===== config.mk =====
export PLATFORM = sky130hd
export DESIGN_NAME = ugef_event_flags
export DESIGN_NICKNAME = d
export VERILOG_FILES = /design/src/ugef_pkg.sv /design/src/ugef_event_flags.sv
export VERILOG_INCLUDE_DIRS = /design/src
export SDC_FILE = /design/constraint.sdc
export NUM_CORES = 1
export LEC_CHECK = 0
export BUFFER_PORTS_ARGS = -buffer_cell sky130_fd_sc_hd__buf_2
export CAP_MARGIN = 10
export CORE_MARGIN = 4
export CORE_UTILIZATION = 56
export CTS_BUF_LIST = sky130_fd_sc_hd__clkbuf_8
export CTS_CLUSTER_SIZE = 20
export DETAILED_ROUTE_END_ITERATION = 6
export PLACE_DENSITY_LB_ADDON = 0.12
export REMOVE_ABC_BUFFERS = 1
export SYNTH_ARGS = -nofsm -noshare
export SYNTH_HDL_FRONTEND = slang
export SYNTH_SLANG_ARGS = --single-unit

===== constraint.sdc =====
create_clock -name clk -period 5.25 [get_ports clk]
set_clock_uncertainty 0.15 [all_clocks]
set_input_delay 0.525 -clock clk [delete_from_list [all_inputs] [get_ports clk]]
set_output_delay 0.525 -clock clk [all_outputs]
set_load 0.02 [all_outputs]

===== src/ugef_map.svh =====
// register offsets, field positions, reset values and timing for the event flags
`ifndef UGEF_MAP_SVH
`define UGEF_MAP_SVH
`define UGEF_FLAGS_OFS     8'hbd
`define UGEF_ENABLE_OFS    8'hbe
`define UGEF_FLAGS_RST     8'h00
`define UGEF_ENABLE_RST    8'h10
`define UGEF_VALID_MASK    8'h39
`define UGEF_BIT_SUSPEND   0
`define UGEF_BIT_FRAME     3
`define UGEF_BIT_RESET_END 4
`define UGEF_BIT_CPU_WAKE  5
`define UGEF_SUSPEND_US    3000
`define UGEF_CLK_MHZ       25
`endif


===== src/ugef_pkg.sv =====
// types for the usb global event flag block
package ugef_pkg;
  typedef enum logic [1:0] {
    UGEF_ACTIVE    = 2'b01,
    UGEF_SUSPENDED = 2'b10
  } ugef_state_t;
  typedef struct packed {
    ugef_state_t state;
    logic [7:0]  flags;
    logic [7:0]  enable;
    logic [7:0]  rdata;
    logic [31:0] idle_cnt;
  } ugef_regs_t;
endpackage


===== src/ugef_event_flags.sv =====
// usb global event flag and enable registers with interrupt request
`include "ugef_map.svh"
`timescale 1ns/100ps
`default_nettype none
module ugef_event_flags
  import ugef_pkg::*;
#(
  parameter int unsigned SUSPEND_CYCLES =
    `UGEF_SUSPEND_US * `UGEF_CLK_MHZ
) (
  // clock, reset, enable
  input  wire logic       clk,
  input  wire logic       rst_n,
  input  wire logic       clk_en,
  // register port
  input  wire logic [7:0] addr,
  input  wire logic [7:0] wdata,
  input  wire logic       wr_stb,
  input  wire logic       rd_stb,
  output logic      [7:0] rdata,
  // bus event inputs
  input  wire logic       bus_idle_j,
  input  wire logic       bus_non_idle,
  input  wire logic       upstream_resume,
  input  wire logic       bus_reset_end,
  input  wire logic       frame_start,
  // status and interrupt
  output logic            suspended,
  output logic            usb_irq
);

  // the suspend compare looks one count below the limit, so it needs two
  if (SUSPEND_CYCLES < 2) begin : g_bad_cycles
    $error("SUSPEND_CYCLES too small");
  end

  ugef_regs_t q, d;
  logic [7:0] set_v;
  logic [7:0] clr_v;
  logic       wr_flags;
  logic       wr_enable;

  always_comb begin
    d = q;
    set_v = 8'h00;
    clr_v = 8'h00;
    wr_flags = 1'b0;
    wr_enable = 1'b0;
    if (wr_stb && addr == `UGEF_FLAGS_OFS) begin
      wr_flags = 1'b1;
    end else if (wr_stb && addr == `UGEF_ENABLE_OFS) begin
      wr_enable = 1'b1;
    end
    // idle timer counts only unbroken J state
    if (!bus_idle_j) begin
      d.idle_cnt = 32'h0;
    end else if (q.idle_cnt < SUSPEND_CYCLES) begin
      d.idle_cnt = q.idle_cnt + 32'h1;
    end
    case (q.state)
      UGEF_ACTIVE: begin
        if (bus_idle_j && q.idle_cnt == SUSPEND_CYCLES - 1) begin
          set_v[`UGEF_BIT_SUSPEND] = 1'b1;
          d.state = UGEF_SUSPENDED;
        end
      end
      UGEF_SUSPENDED: begin
        // resume we send ourselves must not wake the cpu
        if (bus_non_idle && !upstream_resume) begin
          set_v[`UGEF_BIT_CPU_WAKE] = 1'b1;
          d.state = UGEF_ACTIVE;
        end
      end
      default: d.state = UGEF_ACTIVE;
    endcase
    set_v[`UGEF_BIT_RESET_END] = bus_reset_end;
    set_v[`UGEF_BIT_FRAME] = frame_start;
    // write one to clear; a set in the same cycle wins
    if (wr_flags) begin
      clr_v = wdata & `UGEF_VALID_MASK;
    end
    d.flags = ((q.flags & ~clr_v) | set_v) & `UGEF_VALID_MASK;
    if (wr_enable) begin
      d.enable = wdata & `UGEF_VALID_MASK;
    end
    d.rdata = 8'h00;
    if (rd_stb && addr == `UGEF_FLAGS_OFS) begin
      d.rdata = q.flags;
    end else if (rd_stb && addr == `UGEF_ENABLE_OFS) begin
      d.rdata = q.enable;
    end
  end

  always_ff @(posedge clk or negedge rst_n) begin
    if (!rst_n) begin
      q.state <= UGEF_ACTIVE;
      q.flags <= `UGEF_FLAGS_RST;
      q.enable <= `UGEF_ENABLE_RST;
      q.rdata <= 8'h00;
      q.idle_cnt <= 32'h0;
    end else if (clk_en) begin
      q <= d;
    end
  end

  assign rdata = q.rdata;
  assign suspended = (q.state == UGEF_SUSPENDED);
  assign usb_irq = |(q.flags & q.enable);

  reserved_zero_a: assert property (
    @(posedge clk) disable iff (!rst_n)
    (q.flags & ~`UGEF_VALID_MASK) == 8'h00)
    else $error("reserved flag bit set");


  wake_sets_a: assert property (
    @(posedge clk) disable iff (!rst_n)
    clk_en && q.state == UGEF_SUSPENDED && bus_non_idle && !upstream_resume
    |=> q.flags[`UGEF_BIT_CPU_WAKE])
    else $error("cpu wake flag not set");


  resume_nowake_a: assert property (
    @(posedge clk) disable iff (!rst_n)
    clk_en && !q.flags[`UGEF_BIT_CPU_WAKE] && upstream_resume
    |=> !q.flags[`UGEF_BIT_CPU_WAKE])
    else $error("own resume set cpu wake");


  wake_irq_a: assert property (
    @(posedge clk) disable iff (!rst_n)
    q.flags[`UGEF_BIT_CPU_WAKE] && q.enable[`UGEF_BIT_CPU_WAKE] |-> usb_irq)
    else $error("wake irq missing");


  suspend_time_a: assert property (
    @(posedge clk) disable iff (!rst_n)
    $rose(q.flags[`UGEF_BIT_SUSPEND]) |-> q.idle_cnt == SUSPEND_CYCLES)
    else $error("suspend flag at wrong time");


  suspend_irq_a: assert property (
    @(posedge clk) disable iff (!rst_n)
    q.flags[`UGEF_BIT_SUSPEND] && q.enable[`UGEF_BIT_SUSPEND] |-> usb_irq)
    else $error("suspend irq missing");


  sticky_flags_a: assert property (
    @(posedge clk) disable iff (!rst_n)
    clk_en && !wr_flags && q.flags[`UGEF_BIT_FRAME]
    |=> q.flags[`UGEF_BIT_FRAME])
    else $error("frame flag lost");


  frame_sets_a: assert property (
    @(posedge clk) disable iff (!rst_n)
    clk_en && frame_start |=> q.flags[`UGEF_BIT_FRAME])
    else $error("frame flag not set");


  irq_quiet_a: assert property (
    @(posedge clk) disable iff (!rst_n)
    (q.flags & q.enable) == 8'h00 |-> !usb_irq)
    else $error("spurious irq");

  // flag setting and clearing
  reset_end_sets_a: assert property (
    @(posedge clk) disable iff (!rst_n)
    clk_en && bus_reset_end |=> q.flags[`UGEF_BIT_RESET_END])
    else $error("reset end flag not set");

  reset_end_sticky_a: assert property (
    @(posedge clk) disable iff (!rst_n)
    clk_en && !wr_flags && q.flags[`UGEF_BIT_RESET_END]
    |=> q.flags[`UGEF_BIT_RESET_END])
    else $error("reset end flag lost");

  wake_sticky_a: assert property (
    @(posedge clk) disable iff (!rst_n)
    clk_en && !wr_flags && q.flags[`UGEF_BIT_CPU_WAKE]
    |=> q.flags[`UGEF_BIT_CPU_WAKE])
    else $error("cpu wake flag lost");

  suspend_sticky_a: assert property (
    @(posedge clk) disable iff (!rst_n)
    clk_en && !wr_flags && q.flags[`UGEF_BIT_SUSPEND]
    |=> q.flags[`UGEF_BIT_SUSPEND])
    else $error("suspend flag lost");

  flags_no_clear_a: assert property (
    @(posedge clk) disable iff (!rst_n)
    clk_en && !wr_flags
    |=> (q.flags & $past(q.flags)) == $past(q.flags))
    else $error("flag cleared without write");

  write_clears_a: assert property (
    @(posedge clk) disable iff (!rst_n)
    clk_en && wr_flags && wdata[`UGEF_BIT_FRAME] && !frame_start
    |=> !q.flags[`UGEF_BIT_FRAME])
    else $error("frame flag not cleared");

  frame_set_wins_a: assert property (
    @(posedge clk) disable iff (!rst_n)
    clk_en && wr_flags && wdata[`UGEF_BIT_FRAME] && frame_start
    |=> q.flags[`UGEF_BIT_FRAME])
    else $error("clear beat frame set");

  reset_set_wins_a: assert property (
    @(posedge clk) disable iff (!rst_n)
    clk_en && wr_flags && wdata[`UGEF_BIT_RESET_END] && bus_reset_end
    |=> q.flags[`UGEF_BIT_RESET_END])
    else $error("clear beat reset end set");

  // interrupt request
  reset_end_irq_a: assert property (
    @(posedge clk) disable iff (!rst_n)
    q.flags[`UGEF_BIT_RESET_END] && q.enable[`UGEF_BIT_RESET_END]
    |-> usb_irq)
    else $error("reset end irq missing");

  frame_irq_a: assert property (
    @(posedge clk) disable iff (!rst_n)
    q.flags[`UGEF_BIT_FRAME] && q.enable[`UGEF_BIT_FRAME] |-> usb_irq)
    else $error("frame irq missing");

  // enable register
  enable_write_a: assert property (
    @(posedge clk) disable iff (!rst_n)
    clk_en && wr_enable |=> q.enable == ($past(wdata) & `UGEF_VALID_MASK))
    else $error("enable write lost");

  enable_hold_a: assert property (
    @(posedge clk) disable iff (!rst_n)
    clk_en && !wr_enable |=> $stable(q.enable))
    else $error("enable changed unwritten");

  enable_reserved_a: assert property (
    @(posedge clk) disable iff (!rst_n)
    (q.enable & ~`UGEF_VALID_MASK) == 8'h00)
    else $error("reserved enable bit set");

  // register port reads
  rdata_idle_a: assert property (
    @(posedge clk) disable iff (!rst_n)
    clk_en && !rd_stb |=> rdata == 8'h00)
    else $error("read data without read");

  read_flags_a: assert property (
    @(posedge clk) disable iff (!rst_n)
    clk_en && rd_stb && addr == `UGEF_FLAGS_OFS
    |=> rdata == $past(q.flags))
    else $error("flag read wrong");

  read_enable_a: assert property (
    @(posedge clk) disable iff (!rst_n)
    clk_en && rd_stb && addr == `UGEF_ENABLE_OFS
    |=> rdata == $past(q.enable))
    else $error("enable read wrong");

  read_unmapped_a: assert property (
    @(posedge clk) disable iff (!rst_n)
    clk_en && rd_stb && addr != `UGEF_FLAGS_OFS
    && addr != `UGEF_ENABLE_OFS |=> rdata == 8'h00)
    else $error("unmapped read not zero");

  // clock enable low must freeze every register
  freeze_hold_a: assert property (
    @(posedge clk) disable iff (!rst_n)
    !clk_en |=> $stable(q))
    else $error("state moved while frozen");

  // suspend detection and wake
  suspend_enter_a: assert property (
    @(posedge clk) disable iff (!rst_n)
    clk_en && q.state == UGEF_ACTIVE && bus_idle_j
    && q.idle_cnt == SUSPEND_CYCLES - 1 |=> suspended)
    else $error("suspend not entered");

  suspend_idle_a: assert property (
    @(posedge clk) disable iff (!rst_n)
    $rose(q.flags[`UGEF_BIT_SUSPEND]) |-> $past(bus_idle_j))
    else $error("suspend without idle");

  suspend_state_a: assert property (
    @(posedge clk) disable iff (!rst_n)
    $rose(q.flags[`UGEF_BIT_SUSPEND]) |-> suspended)
    else $error("suspend flag without state");

  idle_restart_a: assert property (
    @(posedge clk) disable iff (!rst_n)
    clk_en && !bus_idle_j |=> q.idle_cnt == 32'h0)
    else $error("idle count not restarted");

  idle_cap_a: assert property (
    @(posedge clk) disable iff (!rst_n)
    q.idle_cnt <= SUSPEND_CYCLES)
    else $error("idle count past limit");

  wake_leaves_a: assert property (
    @(posedge clk) disable iff (!rst_n)
    clk_en && suspended && bus_non_idle && !upstream_resume
    |=> !suspended)
    else $error("wake left suspend unchanged");

  resume_stays_a: assert property (
    @(posedge clk) disable iff (!rst_n)
    clk_en && suspended && upstream_resume |=> suspended)
    else $error("own resume left suspend");

  wake_in_suspend_a: assert property (
    @(posedge clk) disable iff (!rst_n)
    $rose(q.flags[`UGEF_BIT_CPU_WAKE])
    |-> $past(q.state == UGEF_SUSPENDED))
    else $error("wake flag outside suspend");

  state_onehot_a: assert property (
    @(posedge clk) disable iff (!rst_n)
    $onehot(q.state))
    else $error("state not one hot");

endmodule
`default_nettype wire


==> out/metrics.csv, run 1 <==
stage;metric;value;unit
place;Routability Congestion;0.876;
final_layout;number of diodes;0;
pwr;Comb pwr share;0.090;
die;Initial Util;0.602;
global_routing;All-Layer GR Usage;0.192;
setup_path;CP startpoint kind;flop;
timing;Max-Slew Margin vs Limit;0.322;
timing;RSZ-0062 raised after global routing;no;
die;die width;71.9;um
place;dpl hpwl;3.17;mm
run;max_cap viols;0;
global_routing;number of global-route vias before repair;1681;
pwr;Switch Pwr;0.166;mW
worst_hold_path;HP Class;in2async;
clocking;CTS Hold Bufs;0;
clocking;Clock Path Buffers;2;
detailed_routing;DR vias/cell;6.23;
synthesis;synth unique cells;50;
detailed_routing;WL per Instance;16.1;um
final_layout;fraction of layout cells with a size suffix above 1;0.207;
clocking;clock sink count;46;
detailed_routing;residual DRC count;0;
detailed_routing;WL final;4.60;mm
setup_path;crit path DAT;2.69;ns
clocking;post-CTS sizing;0;
clocking;H-tree levels;2;
pwr;pwr dens;258;mW/mm^2
synthesis;top_reg_cell synth;dfrtp_1;
timing;post-route setup slack;2.60;ns
setup_path;Worst EP required;5.29;ns
synthesis;async set-reset flop share out of synthesis;1.00;
pwr;switching share of power;0.258;
pwr;clock share of power;0.330;
global_routing;first-pass GRT wire length;7.92;mm
final_layout;Final #Nets;263;
synthesis;synthesized flop and latch total;46;
setup_path;Worst R2R Path Depth;5;
die;I/O Pins;36;
pwr;P_leak;1.22;nW
timing;Slew Viols, Final;0;
clocking;clk_lat worst skew;0.29;ns
global_routing;pin count of the biggest net entering global routing;47;
timing;Final period util;0.505;
place;I/O Buffers;27;
clocking;post-CTS setup repair buffer count;0;
setup_path;Worst Path Max Fanout;36;
die;die footprint;0.00517;mm^2
pwr;Power Total;0.642;mW
setup_path;Critical Path Sink Type;flop;
timing;fmax;0.377;GHz
final_layout;most frequent cells in the layout;dfrtp_1, buf_2, nand2_1;
synthesis;Synth Cell Area;0.00229;mm^2
detailed_routing;Via Count;1776;
synthesis;Avg Inst Size Synth;10.6;um^2
timing;Tmin final;2.65;ns
die;core area;0.00380;mm^2
clocking;CTS root buf;clkbuf_8;
place;dpl ws;2.30;ns
global_routing;initial antenna violation count;0;
clocking;CTS Buf Count;5;
detailed_routing;initial drt markers;183;
synthesis;EDFF count, synth;0;
final_layout;commonest non-fill, non-tap cell in the layout;dfrtp_1;
synthesis;sequential-to-total area share from yosys stat;0.505;
detailed_routing;DRT Pass-1 Iters;4;
die;num rows;22;
timing;Worst Max-Slew Pin Slew;1.02;ns
pwr;Internal;0.476;mW
synthesis;Mapped Cells;216;
setup_path;Crit Path Class;reg2reg;
synthesis;Synth Warn #;0;
timing;endpoints failing setup;0;
final_layout;Synth-to-Final Area Change;8.70;%
clocking;CTS tree;built;
pwr;VDD IR max;0.000184;V
detailed_routing;antenna violation net count after detailed routing;0;
global_routing;GRT overflow;0;
timing;Setup TNS;0;ns
timing;Final Hold Viols;0;
clocking;Worst-path clk slew;0.09;ns
pwr;Seq pwr share;0.580;
die;die span in y;71.9;um
status;status;complete, no violations;
logic make-up (layout without fill, tap and decap cells):
family          Yosys count  count (layout)  share of synthesized area
mux                       7               7                     0.0328
fa+ha+maj                 1               1                    0.00547
buf+inv                  24              42                     0.0542
other cells               1               4                    0.00164
xor+xnor                  1               1                    0.00383
simple gates             95              95                      0.257
flops                    46              46                      0.505
compound gates           41              41                      0.141
power groups by stage:
stage               sequential, mW  clock [mW]  combinational, mW
floorplan                    0.377           0             0.0319
global placement             0.378           0             0.0544
detailed placement           0.379           0             0.0582
CTS                          0.372       0.220             0.0583
global route                 0.373       0.236             0.0652
finish                       0.372       0.212             0.0579
critical path, cell delays in order, from the launching register on:
cell and delay, ns:
dfrtp_1 0.45, nor4_2 0.41, a21oi_1 0.19, a211o_1 0.64, or3_1 0.50, o31ai_1 0.21
final cells by class:
| type | count | area [um^2] |
|---|---|---|
| clock buffer | 5 | 68.8 |
| clock inverter | 3 | 21.3 |
| fill | 318 | 1310 |
| inverter | 7 | 26.3 |
| multi-input combinational | 149 | 1020 |
| sequential | 46 | 1150 |
| tap | 48 | 60.1 |
| timing repair buffer | 27 | 135 |
stage by stage:
| step | area [um^2] | hold slack, ns | std cells | utilization |
|---|---|---|---|---|
| 6_report | 2480 | 0.255 | 285 | 0.654 |
| 5_1_grt | 2480 | 0.302 | 285 | 0.654 |
| 4_1_cts | 2480 | 0.277 | 285 | 0.654 |
| 3_5_place_dp | 2390 | 0.344 | 277 | 0.630 |
| 3_3_place_gp | 2390 | 0.336 | 277 | 0.630 |
| 2_1_floorplan | 2200 | 0.0794 | 202 | - |
sequential cells by signal, indices dropped and copies added, names as in the netlist:
register and count:
q 42, rdata 4
synth_stat cells, drive strengths merged (2+ instances only):
master | number | area, um^2
a22oi | 2 | 15.0
clkbuf | 6 | 22.5
nand2 | 25 | 93.8
a21oi | 6 | 30.0
nor2 | 4 | 15.0
a22o | 3 | 26.3
nand2b | 7 | 43.8
nand4 | 4 | 31.3
and3 | 18 | 113
mux2 | 4 | 45.0
nor2b | 6 | 37.5
dfstp | 2 | 52.6
o211ai | 5 | 37.5
a221o | 4 | 40.0
nor4 | 8 | 75.1
or3 | 3 | 18.8
a41o | 2 | 20.0
nand4b | 3 | 26.3
inv | 6 | 22.5
o41ai | 3 | 26.3
buf | 11 | 75.1
nand3 | 6 | 30.0
and4 | 4 | 37.5
o31ai | 5 | 37.5
nor3 | 2 | 10.0
mux2i | 3 | 30.0
o311ai | 3 | 26.3
dfrtp | 44 | 1100
layer usage:
| layer | part of all wire | wire length [um] | global-route usage | vias up |
|---|---|---|---|---|
| met5 | 0 | 0 | 0 | - |
| met4 | 0.0089 | 41 | 0.0626 | 0 |
| met3 | 0.069 | 316 | 0.0416 | 4 |
| met2 | 0.45 | 2070 | 0.291 | 68 |
| met1 | 0.47 | 2180 | 0.274 | 869 |
| li1 | - | - | - | 835 |
worst paths after layout:
kind                               startpoint       end  slack [ns]
worst max-delay path                    q[14]     q[12]        2.60
worst min-delay path                    rst_n  rdata[4]        0.26
worst max register to register          q[14]     q[12]        2.60
worst min register to register           q[7]      q[7]        0.36
max in group asynchronous               rst_n     q[40]        4.07
min in group clk                bus_reset_end     q[52]        0.31
No activity file was read; power rests on OpenSTA's default activity.
==> run 2, diff against run 1 <==
Settings changed: ABC_AREA from default to 1.
Clock period 5.25 ns to 2.6 ns, I/O delays scaled along.
==> run 2 against run 1 <==
Net effect:
- sequential share of layout area is 4.3 points lower
- design area up 10%
- non-clock buffer count is 6 higher
- sequential cell count unchanged
- via count grew 23%
- critical path type unchanged
- critical endpoint is now q[16]
- largest cell class unchanged
- highest routed layer unchanged
==> out/metrics.csv, run 2 <==
stage;metric;value;unit;change
global_routing;number of global-route vias before repair;1954;;+16%
clocking;Clock Path Buffers;2;;unchanged
die;die width;75.1;um;+4.5%
final_layout;commonest non-fill, non-tap cell in the layout;nand2_1;;
worst_hold_path;hold path depth;3;;
pwr;pwr dens;469;mW/mm^2;+81%
die;Initial Util;0.580;;-0.0219
timing;Tmin final;1.99;ns;-0.662 ns
die;die footprint;0.00565;mm^2;+9.3%
clocking;H-tree levels;2;;unchanged
worst_hold_path;Min-Delay Startpoint;bus_reset_end;;
timing;Setup TNS;0;ns;unchanged
final_layout;largest registers;q: 42 flops, rdata: 4 flops;;
final_layout;Synth-to-Final Area Change;8.57;%;
detailed_routing;WL met2;2.42;mm;+17%
worst_hold_path;hold path endpoint;q[52];;
detailed_routing;residual DRC count;0;;unchanged
timing;RSZ-0062 raised after global routing;no;;
synthesis;Synth Area in Compound Gates;0.118;;-0.0227
synthesis;Synth Cell Area;0.00252;mm^2;+10%
clocking;CTS root buf;clkbuf_8;;
clocking;CTS Hold Bufs;3;;+3
pwr;VDD IR max;0.000426;V;+130%
synthesis;XOR/XNOR Fraction of Synth Area;0;;-0.00383
clocking;clk_lat worst skew;0.30;ns;about the same
final_layout;Final #Nets;385;;+46%
synthesis;top_reg_cell synth;dfrtp_1;;
place;placed insts;400;;+44%
synthesis;Synth Warn #;0;;unchanged
synthesis;area leader, netlist;dfrtp_1;;
synthesis;synthesized flop and latch total;46;;unchanged
place;Routability Congestion;0.850;;-2.9%
pwr;P_leak;1.41;nW;+16%
status;status;complete, no violations;;
global_routing;pin count of the biggest net entering global routing;34;;-28%
setup_path;crit path DAT;2.09;ns;-0.60 ns
timing;Final Hold Viols;0;;unchanged
global_routing;GRT overflow;0;;unchanged
synthesis;synth cell count leaders;nand2_1, dfrtp_1, nor2_1, inv_1, nand3_1;;
final_layout;fraction of layout cells with a size suffix above 1;0.123;;-0.0842
setup_path;Crit Path Class;reg2reg;;
place;dpl hpwl;3.73;mm;+18%
synthesis;synth unique cells;32;;-36%
die;core area;0.00435;mm^2;+15%
setup_path;Worst R2R Path Depth;11;;+6
timing;Worst Max-Slew Pin Slew;0.492;ns;-0.525 ns
detailed_routing;WL final;5.21;mm;+13%
detailed_routing;DRT Pass-1 Iters;4;;unchanged
final_layout;most frequent cells in the layout;nand2_1, dfrtp_1, nor2_1;;
timing;Final period util;0.765;;+0.260
synthesis;main combinational cell family by area after synthesis;simple AND/OR/NAND/NOR gates;;
die;num rows;24;;+9.1%
setup_path;Worst EP required;2.70;ns;-2.59 ns
final_layout;number of diodes;0;;unchanged
setup_path;Worst Path Max Fanout;4;;-89%
synthesis;async set-reset flop share out of synthesis;1.00;;unchanged
final_layout;Finished Cell Area;0.00274;mm^2;+10%
detailed_routing;WL per Instance;12.7;um;-21%
detailed_routing;DR top layer;met4;;
final_layout;Largest Register;q;;
worst_hold_path;HP Class;in2reg;;
place;DP Area;0.00263;mm^2;+9.6%
die;I/O Pins;36;;unchanged
clocking;post-CTS setup repair buffer count;0;;unchanged
timing;fmax;0.503;GHz;+33%
synthesis;top cell type's share of synthesized area;0.436;;-0.0456
clocking;Worst-path clk slew;0.09;ns;about the same
detailed_routing;initial drt markers;107;;-42%
place;I/O Buffers;27;;unchanged
synthesis;sequential-to-total area share from yosys stat;0.457;;-0.0478
synthesis;Post-Synth Simple-Gate Area;0.318;;+0.0614
clocking;post-CTS sizing;0;;unchanged
die;die span in y;75.1;um;+4.5%
synthesis;Avg Inst Size Synth;7.58;um^2;-28%
synthesis;top post-synthesis cells by area;dfrtp_1, nand2_1, nor2_1;;
timing;endpoints failing setup;0;;unchanged
global_routing;initial antenna violation count;0;;unchanged
detailed_routing;antenna violation net count after detailed routing;0;;unchanged
global_routing;All-Layer GR Usage;0.206;;+0.0145
final_layout;Non-Filler Instances;411;;+44%
final_layout;flip-flop count of the largest register after layout;42;;unchanged
timing;Slew Viols, Final;0;;unchanged
synthesis;Synth Area in Adders;0.00496;;-0.000518
run;max_cap viols;0;;unchanged
detailed_routing;DR vias/cell;5.33;;-14%
synthesis;count leader, synth;nand2_1;;
setup_path;worst reg-to-reg setup slack;0.61;ns;-1.99 ns
clocking;CTS tree;built;;
detailed_routing;WL met3;278;um;-12%
setup_path;Critical Path Sink Type;flop;;
clocking;clock sink count;46;;unchanged
setup_path;worst reg2reg path startpoint;q[0];;
global_routing;first-pass GRT wire length;8.94;mm;+13%
synthesis;EDFF count, synth;0;;unchanged
detailed_routing;WL met1;2.46;mm;+13%
clocking;CTS Buf Count;5;;unchanged
detailed_routing;Via Count;2192;;+23%
synthesis;Mapped Cells;333;;+54%
setup_path;reg2reg end;q[16];;
timing;Max-Slew Margin vs Limit;0.669;;+0.347
timing;worst hold slack;0.00969;ns;-0.245 ns
setup_path;CP startpoint kind;flop;;
synthesis;multiplexer share of the synthesized area;0;;-0.0328
run 2: area by class of cell:
cell class	instances	area [um^2]
Multi-Input combinational cell	240	1130
Inverter	32	120
Clock buffer	5	68.8
Tap cell	52	65.1
Timing Repair Buffer	33	188
Sequential cell	46	1150
Fill cell	409	1610
Clock inverter	3	17.5
run 2: cell families after synthesis:
| group | Yosys count |
|---|---|
| other | 1 |
| flip-flops | 46 |
| AO/OA/AOI/OAI | 49 |
| buffers and inverters | 50 |
| AND/OR/NAND/NOR | 186 |
| adder cells (fa/ha/maj) | 1 |
run 2: power breakdown:
part	internal, mW	switching (mW)
combinational	0.0373	0.0711
clock	0.186	0.252
sequential	0.729	0.00935
run 2: metrics by stage:
step            util  total power, mW  worst slack (ns)
6_report       0.630             1.28             0.611
5_1_grt        0.630             1.34             0.323
4_1_cts        0.630             1.30             0.594
3_5_place_dp   0.603            0.859             0.605
3_3_place_gp   0.603            0.856             0.660
2_1_floorplan      -            0.797             0.945
run 2: worst max path at each step:
stage | startpoint | end | slack, ns | cells past startpoint
floorplan | q[0] | q[16] | 0.94 | 12
global placement | q[0] | q[16] | 0.66 | 12
detailed placement | q[0] | q[16] | 0.60 | 12
CTS | q[0] | q[16] | 0.59 | 12
global route | q[0] | q[16] | 0.32 | 12
finish | q[0] | q[16] | 0.61 | 11
run 2: routing by layer:
metal / GRT usage / vias to the layer above
met2: 0.329 / 43
li1: - / 1114
met3: 0.0507 / 7
met5: 0 / -
met4: 0.0505 / 0
met1: 0.284 / 1028
run 2: critical path, cell delays in order (launching register included):
cell and delay, ns:
dfrtp_1 0.41, ha_1 0.19, nand2_1 0.06, inv_1 0.09, nand2_1 0.11, nor2_1 0.27, nand2_1 0.15, nor2_1 0.16
nor2_1 0.07, nor2_1 0.12, nand3_1 0.08, nand2_1 0.08
==> run 3, diff against run 2 <==
Settings changed: ABC_AREA 1 to 0, CORE_UTILIZATION 56 to 53.
Clock period 2.6 ns to 1.7 ns, I/O delays scaled along.
==> run 3 against run 2 <==
Net effect:
- non-clock buffer count increased by 50
- the flow now finishes with violations (setup timing)
- routed wire length increased by 15%
- sequential cell count unchanged
- worst hold slack improved by 0.11 ns
- global-route usage increased by 2.8 points
- sequential share of layout area decreased by 5.3 points
- die area decreased by 3.9%
- design area increased by 15%
- count of clock-buffer cells in the layout unchanged
- clock power increased by 47%
- largest cell class is now multi-input gates
- critical path depth decreased by 5
==> out/metrics.csv, run 3 (synthesis gave the netlist of run 1 again) <==
stage;metric;value;unit;change
timing;Setup TNS;-10.80;ns;-10.80 ns
timing;worst hold slack;0.123;ns;+0.113 ns
die;die footprint;0.00543;mm^2;-3.9%
global_routing;number of global-route vias before repair;2022;;+3.5%
final_layout;Synth-to-Final Area Change;37.4;%;
clocking;Worst-path clk slew;0.09;ns;about the same
global_routing;pin count of the biggest net entering global routing;26;;-24%
status;status;complete, but fails checks;;
setup_path;critical-path cell list;nor4b_4 -> nand4_2 -> a211o_1 -> buf_6 -> or3_1 -> o31ai_1;;
pwr;VDD IR max;0.000531;V;+25%
place;Routability Congestion;0.893;;+5.0%
timing;fmax;0.470;GHz;-6.6%
timing;Worst Max-Slew Pin Slew;0.535;ns;+0.0426 ns
clocking;clk_lat worst skew;0.29;ns;about the same
pwr;pwr dens;670;mW/mm^2;+43%
timing;Final Hold Viols;0;;unchanged
worst_hold_path;HP Class;in2reg;;
detailed_routing;antenna violation net count after detailed routing;0;;unchanged
detailed_routing;residual DRC count;0;;unchanged
detailed_routing;WL final;6.00;mm;+15%
clocking;H-tree levels;2;;unchanged
setup_path;Critical Path Max Stage Delay;0.42;ns;about the same
setup_path;CP startpoint kind;flop;;
timing;Tmin final;2.13;ns;+0.140 ns
timing;Slew Viols, Final;0;;unchanged
clocking;CTS root buf;clkbuf_8;;
clocking;Clock Path Buffers;2;;unchanged
final_layout;fraction of layout cells with a size suffix above 1;0.430;;+0.307
status;failing checks;setup timing;;
detailed_routing;DR vias/cell;5.88;;+10%
die;die span in y;73.7;um;-2.0%
global_routing;initial antenna violation count;0;;unchanged
die;die width;73.7;um;-2.0%
clocking;CTS Buf Count;5;;unchanged
detailed_routing;WL per Instance;17.5;um;+38%
setup_path;WP buf/inv;1;;unchanged
detailed_routing;Via Count;2018;;-7.9%
final_layout;commonest non-fill, non-tap cell in the layout;dfrtp_1;;
run;max_cap viols;0;;unchanged
die;core area;0.00409;mm^2;-6.1%
setup_path;Worst EP required;1.75;ns;-0.95 ns
setup_path;Crit Path Class;reg2reg;;
die;I/O Pins;36;;unchanged
clocking;CTS tree;built;;
die;Initial Util;0.559;;-0.0205
setup_path;crit path DAT;2.18;ns;+0.09 ns
timing;endpoints failing setup;32;;+32
final_layout;Largest Register;q;;
pwr;P_leak;1.52;nW;+7.3%
final_layout;number of diodes;0;;unchanged
global_routing;first-pass GRT wire length;9.72;mm;+8.8%
die;num rows;23;;-4.2%
pwr;Power Total;2.10;mW;+64%
global_routing;GRT overflow;0;;unchanged
final_layout;most frequent cells in the layout;dfrtp_1, buf_4, buf_2;;
final_layout;flip-flop count of the largest register after layout;42;;unchanged
global_routing;All-Layer GR Usage;0.234;;+0.0282
final_layout;Final #Nets;319;;-17%
place;dpl hpwl;4.02;mm;+7.7%
timing;Max-Slew Margin vs Limit;0.643;;-0.0259
place;I/O Buffers;27;;unchanged
detailed_routing;initial drt markers;98;;-8.4%
setup_path;Worst Path Max Fanout;7;;+3
final_layout;largest registers;q: 42 flops, rdata: 4 flops;;
setup_path;slowest cell on the critical path;dfrtp_1;;
detailed_routing;DRT Pass-1 Iters;4;;unchanged
final_layout;final design utilization;0.769;;+0.139
setup_path;Critical Path Sink Type;flop;;
setup_path;CP top delay family;simple AND/OR/NAND/NOR gates;;
clocking;clock sink count;46;;unchanged
timing;Final period util;1.25;;+0.487
timing;post-route setup slack;-0.429;ns;-1.04 ns
timing;RSZ-0062 raised after global routing;yes;;
[run 3: changes by cell type in the layout (fill, tap and decap cells not counted), moves of 5 or more]
cell,delta
nor3_1,-7
nand2b_1,+7
and3_4,+15
nor2_1,-39
buf_4,+38
o211ai_1,+5
nand3_1,-20
a21oi_1,-8
nor2b_1,+6
buf_6,+7
o21ai_0,-14
inv_1,-24
a21boi_1,-13
nand2_1,-71
[run 3: power by group]
| group | leakage, nW | internal [mW] | switching [mW] |
|---|---|---|---|
| logic | 0.847 | 0.147 | 0.172 |
| clock network | 0.0493 | 0.284 | 0.362 |
| registers | 0.622 | 1.12 | 0.0197 |
| total | 1.52 | 1.55 | 0.553 |
[run 3: worst min-delay path: cells and delay by family]
family / cells / cell delay (ns)
buf+inv: 2 / 0.27
compound gates: 1 / 0.09
[run 3: metrics by stage]
step | setup slack, ns | cells | instance area, um^2
4_1_cts | -0.403 | 338 | 3030
6_report | -0.429 | 343 | 3140
2_1_floorplan | -0.520 | 202 | 2200
5_1_grt | -0.509 | 343 | 3140
3_3_place_gp | -0.412 | 321 | 2730
3_5_place_dp | -0.479 | 321 | 2730
[run 3: repair_timing]
item	in CTS	in global routing
pin swaps	15	7
hold buffers	6	1
gates resized for setup	27	15
setup buffers	2	4
setup endpoints to repair	34	35
cloned	1	0
hold endpoints to repair	25	1
[run 3: final timing paths]
check | startpoint | endpoint | slack (ns) | cells past startpoint
min in group asynchronous | rst_n | q[3] | 0.24 | 2
setup / recovery | q[21] | q[12] | -0.43 | 6
setup reg to reg | q[21] | q[12] | -0.43 | 6
hold reg to reg | q[48] | q[48] | 0.37 | 2
max in group asynchronous | rst_n | q[15] | 0.64 | 3
hold / removal | bus_idle_j | q[6] | 0.12 | 3
[run 3: area by class of cell]
class                           instances  area (um^2)
Sequential cell                        46         1150
Clock inverter                          3         17.5
Clock buffer                            5         68.8
Inverter                                7         26.3
Tap cell                               50         62.6
Timing Repair Buffer                   83          612
Fill cell                             251          946
Multi-Input combinational cell        149         1200
[run 3: per-layer routing]
metal | vias up | global-route usage | part of all wire
li1 | 946 | - | -
met1 | 996 | 0.307 | 0.44
met2 | 65 | 0.392 | 0.49
met3 | 11 | 0.0438 | 0.051
met4 | 0 | 0.0724 | 0.016
met5 | - | 0 | 0
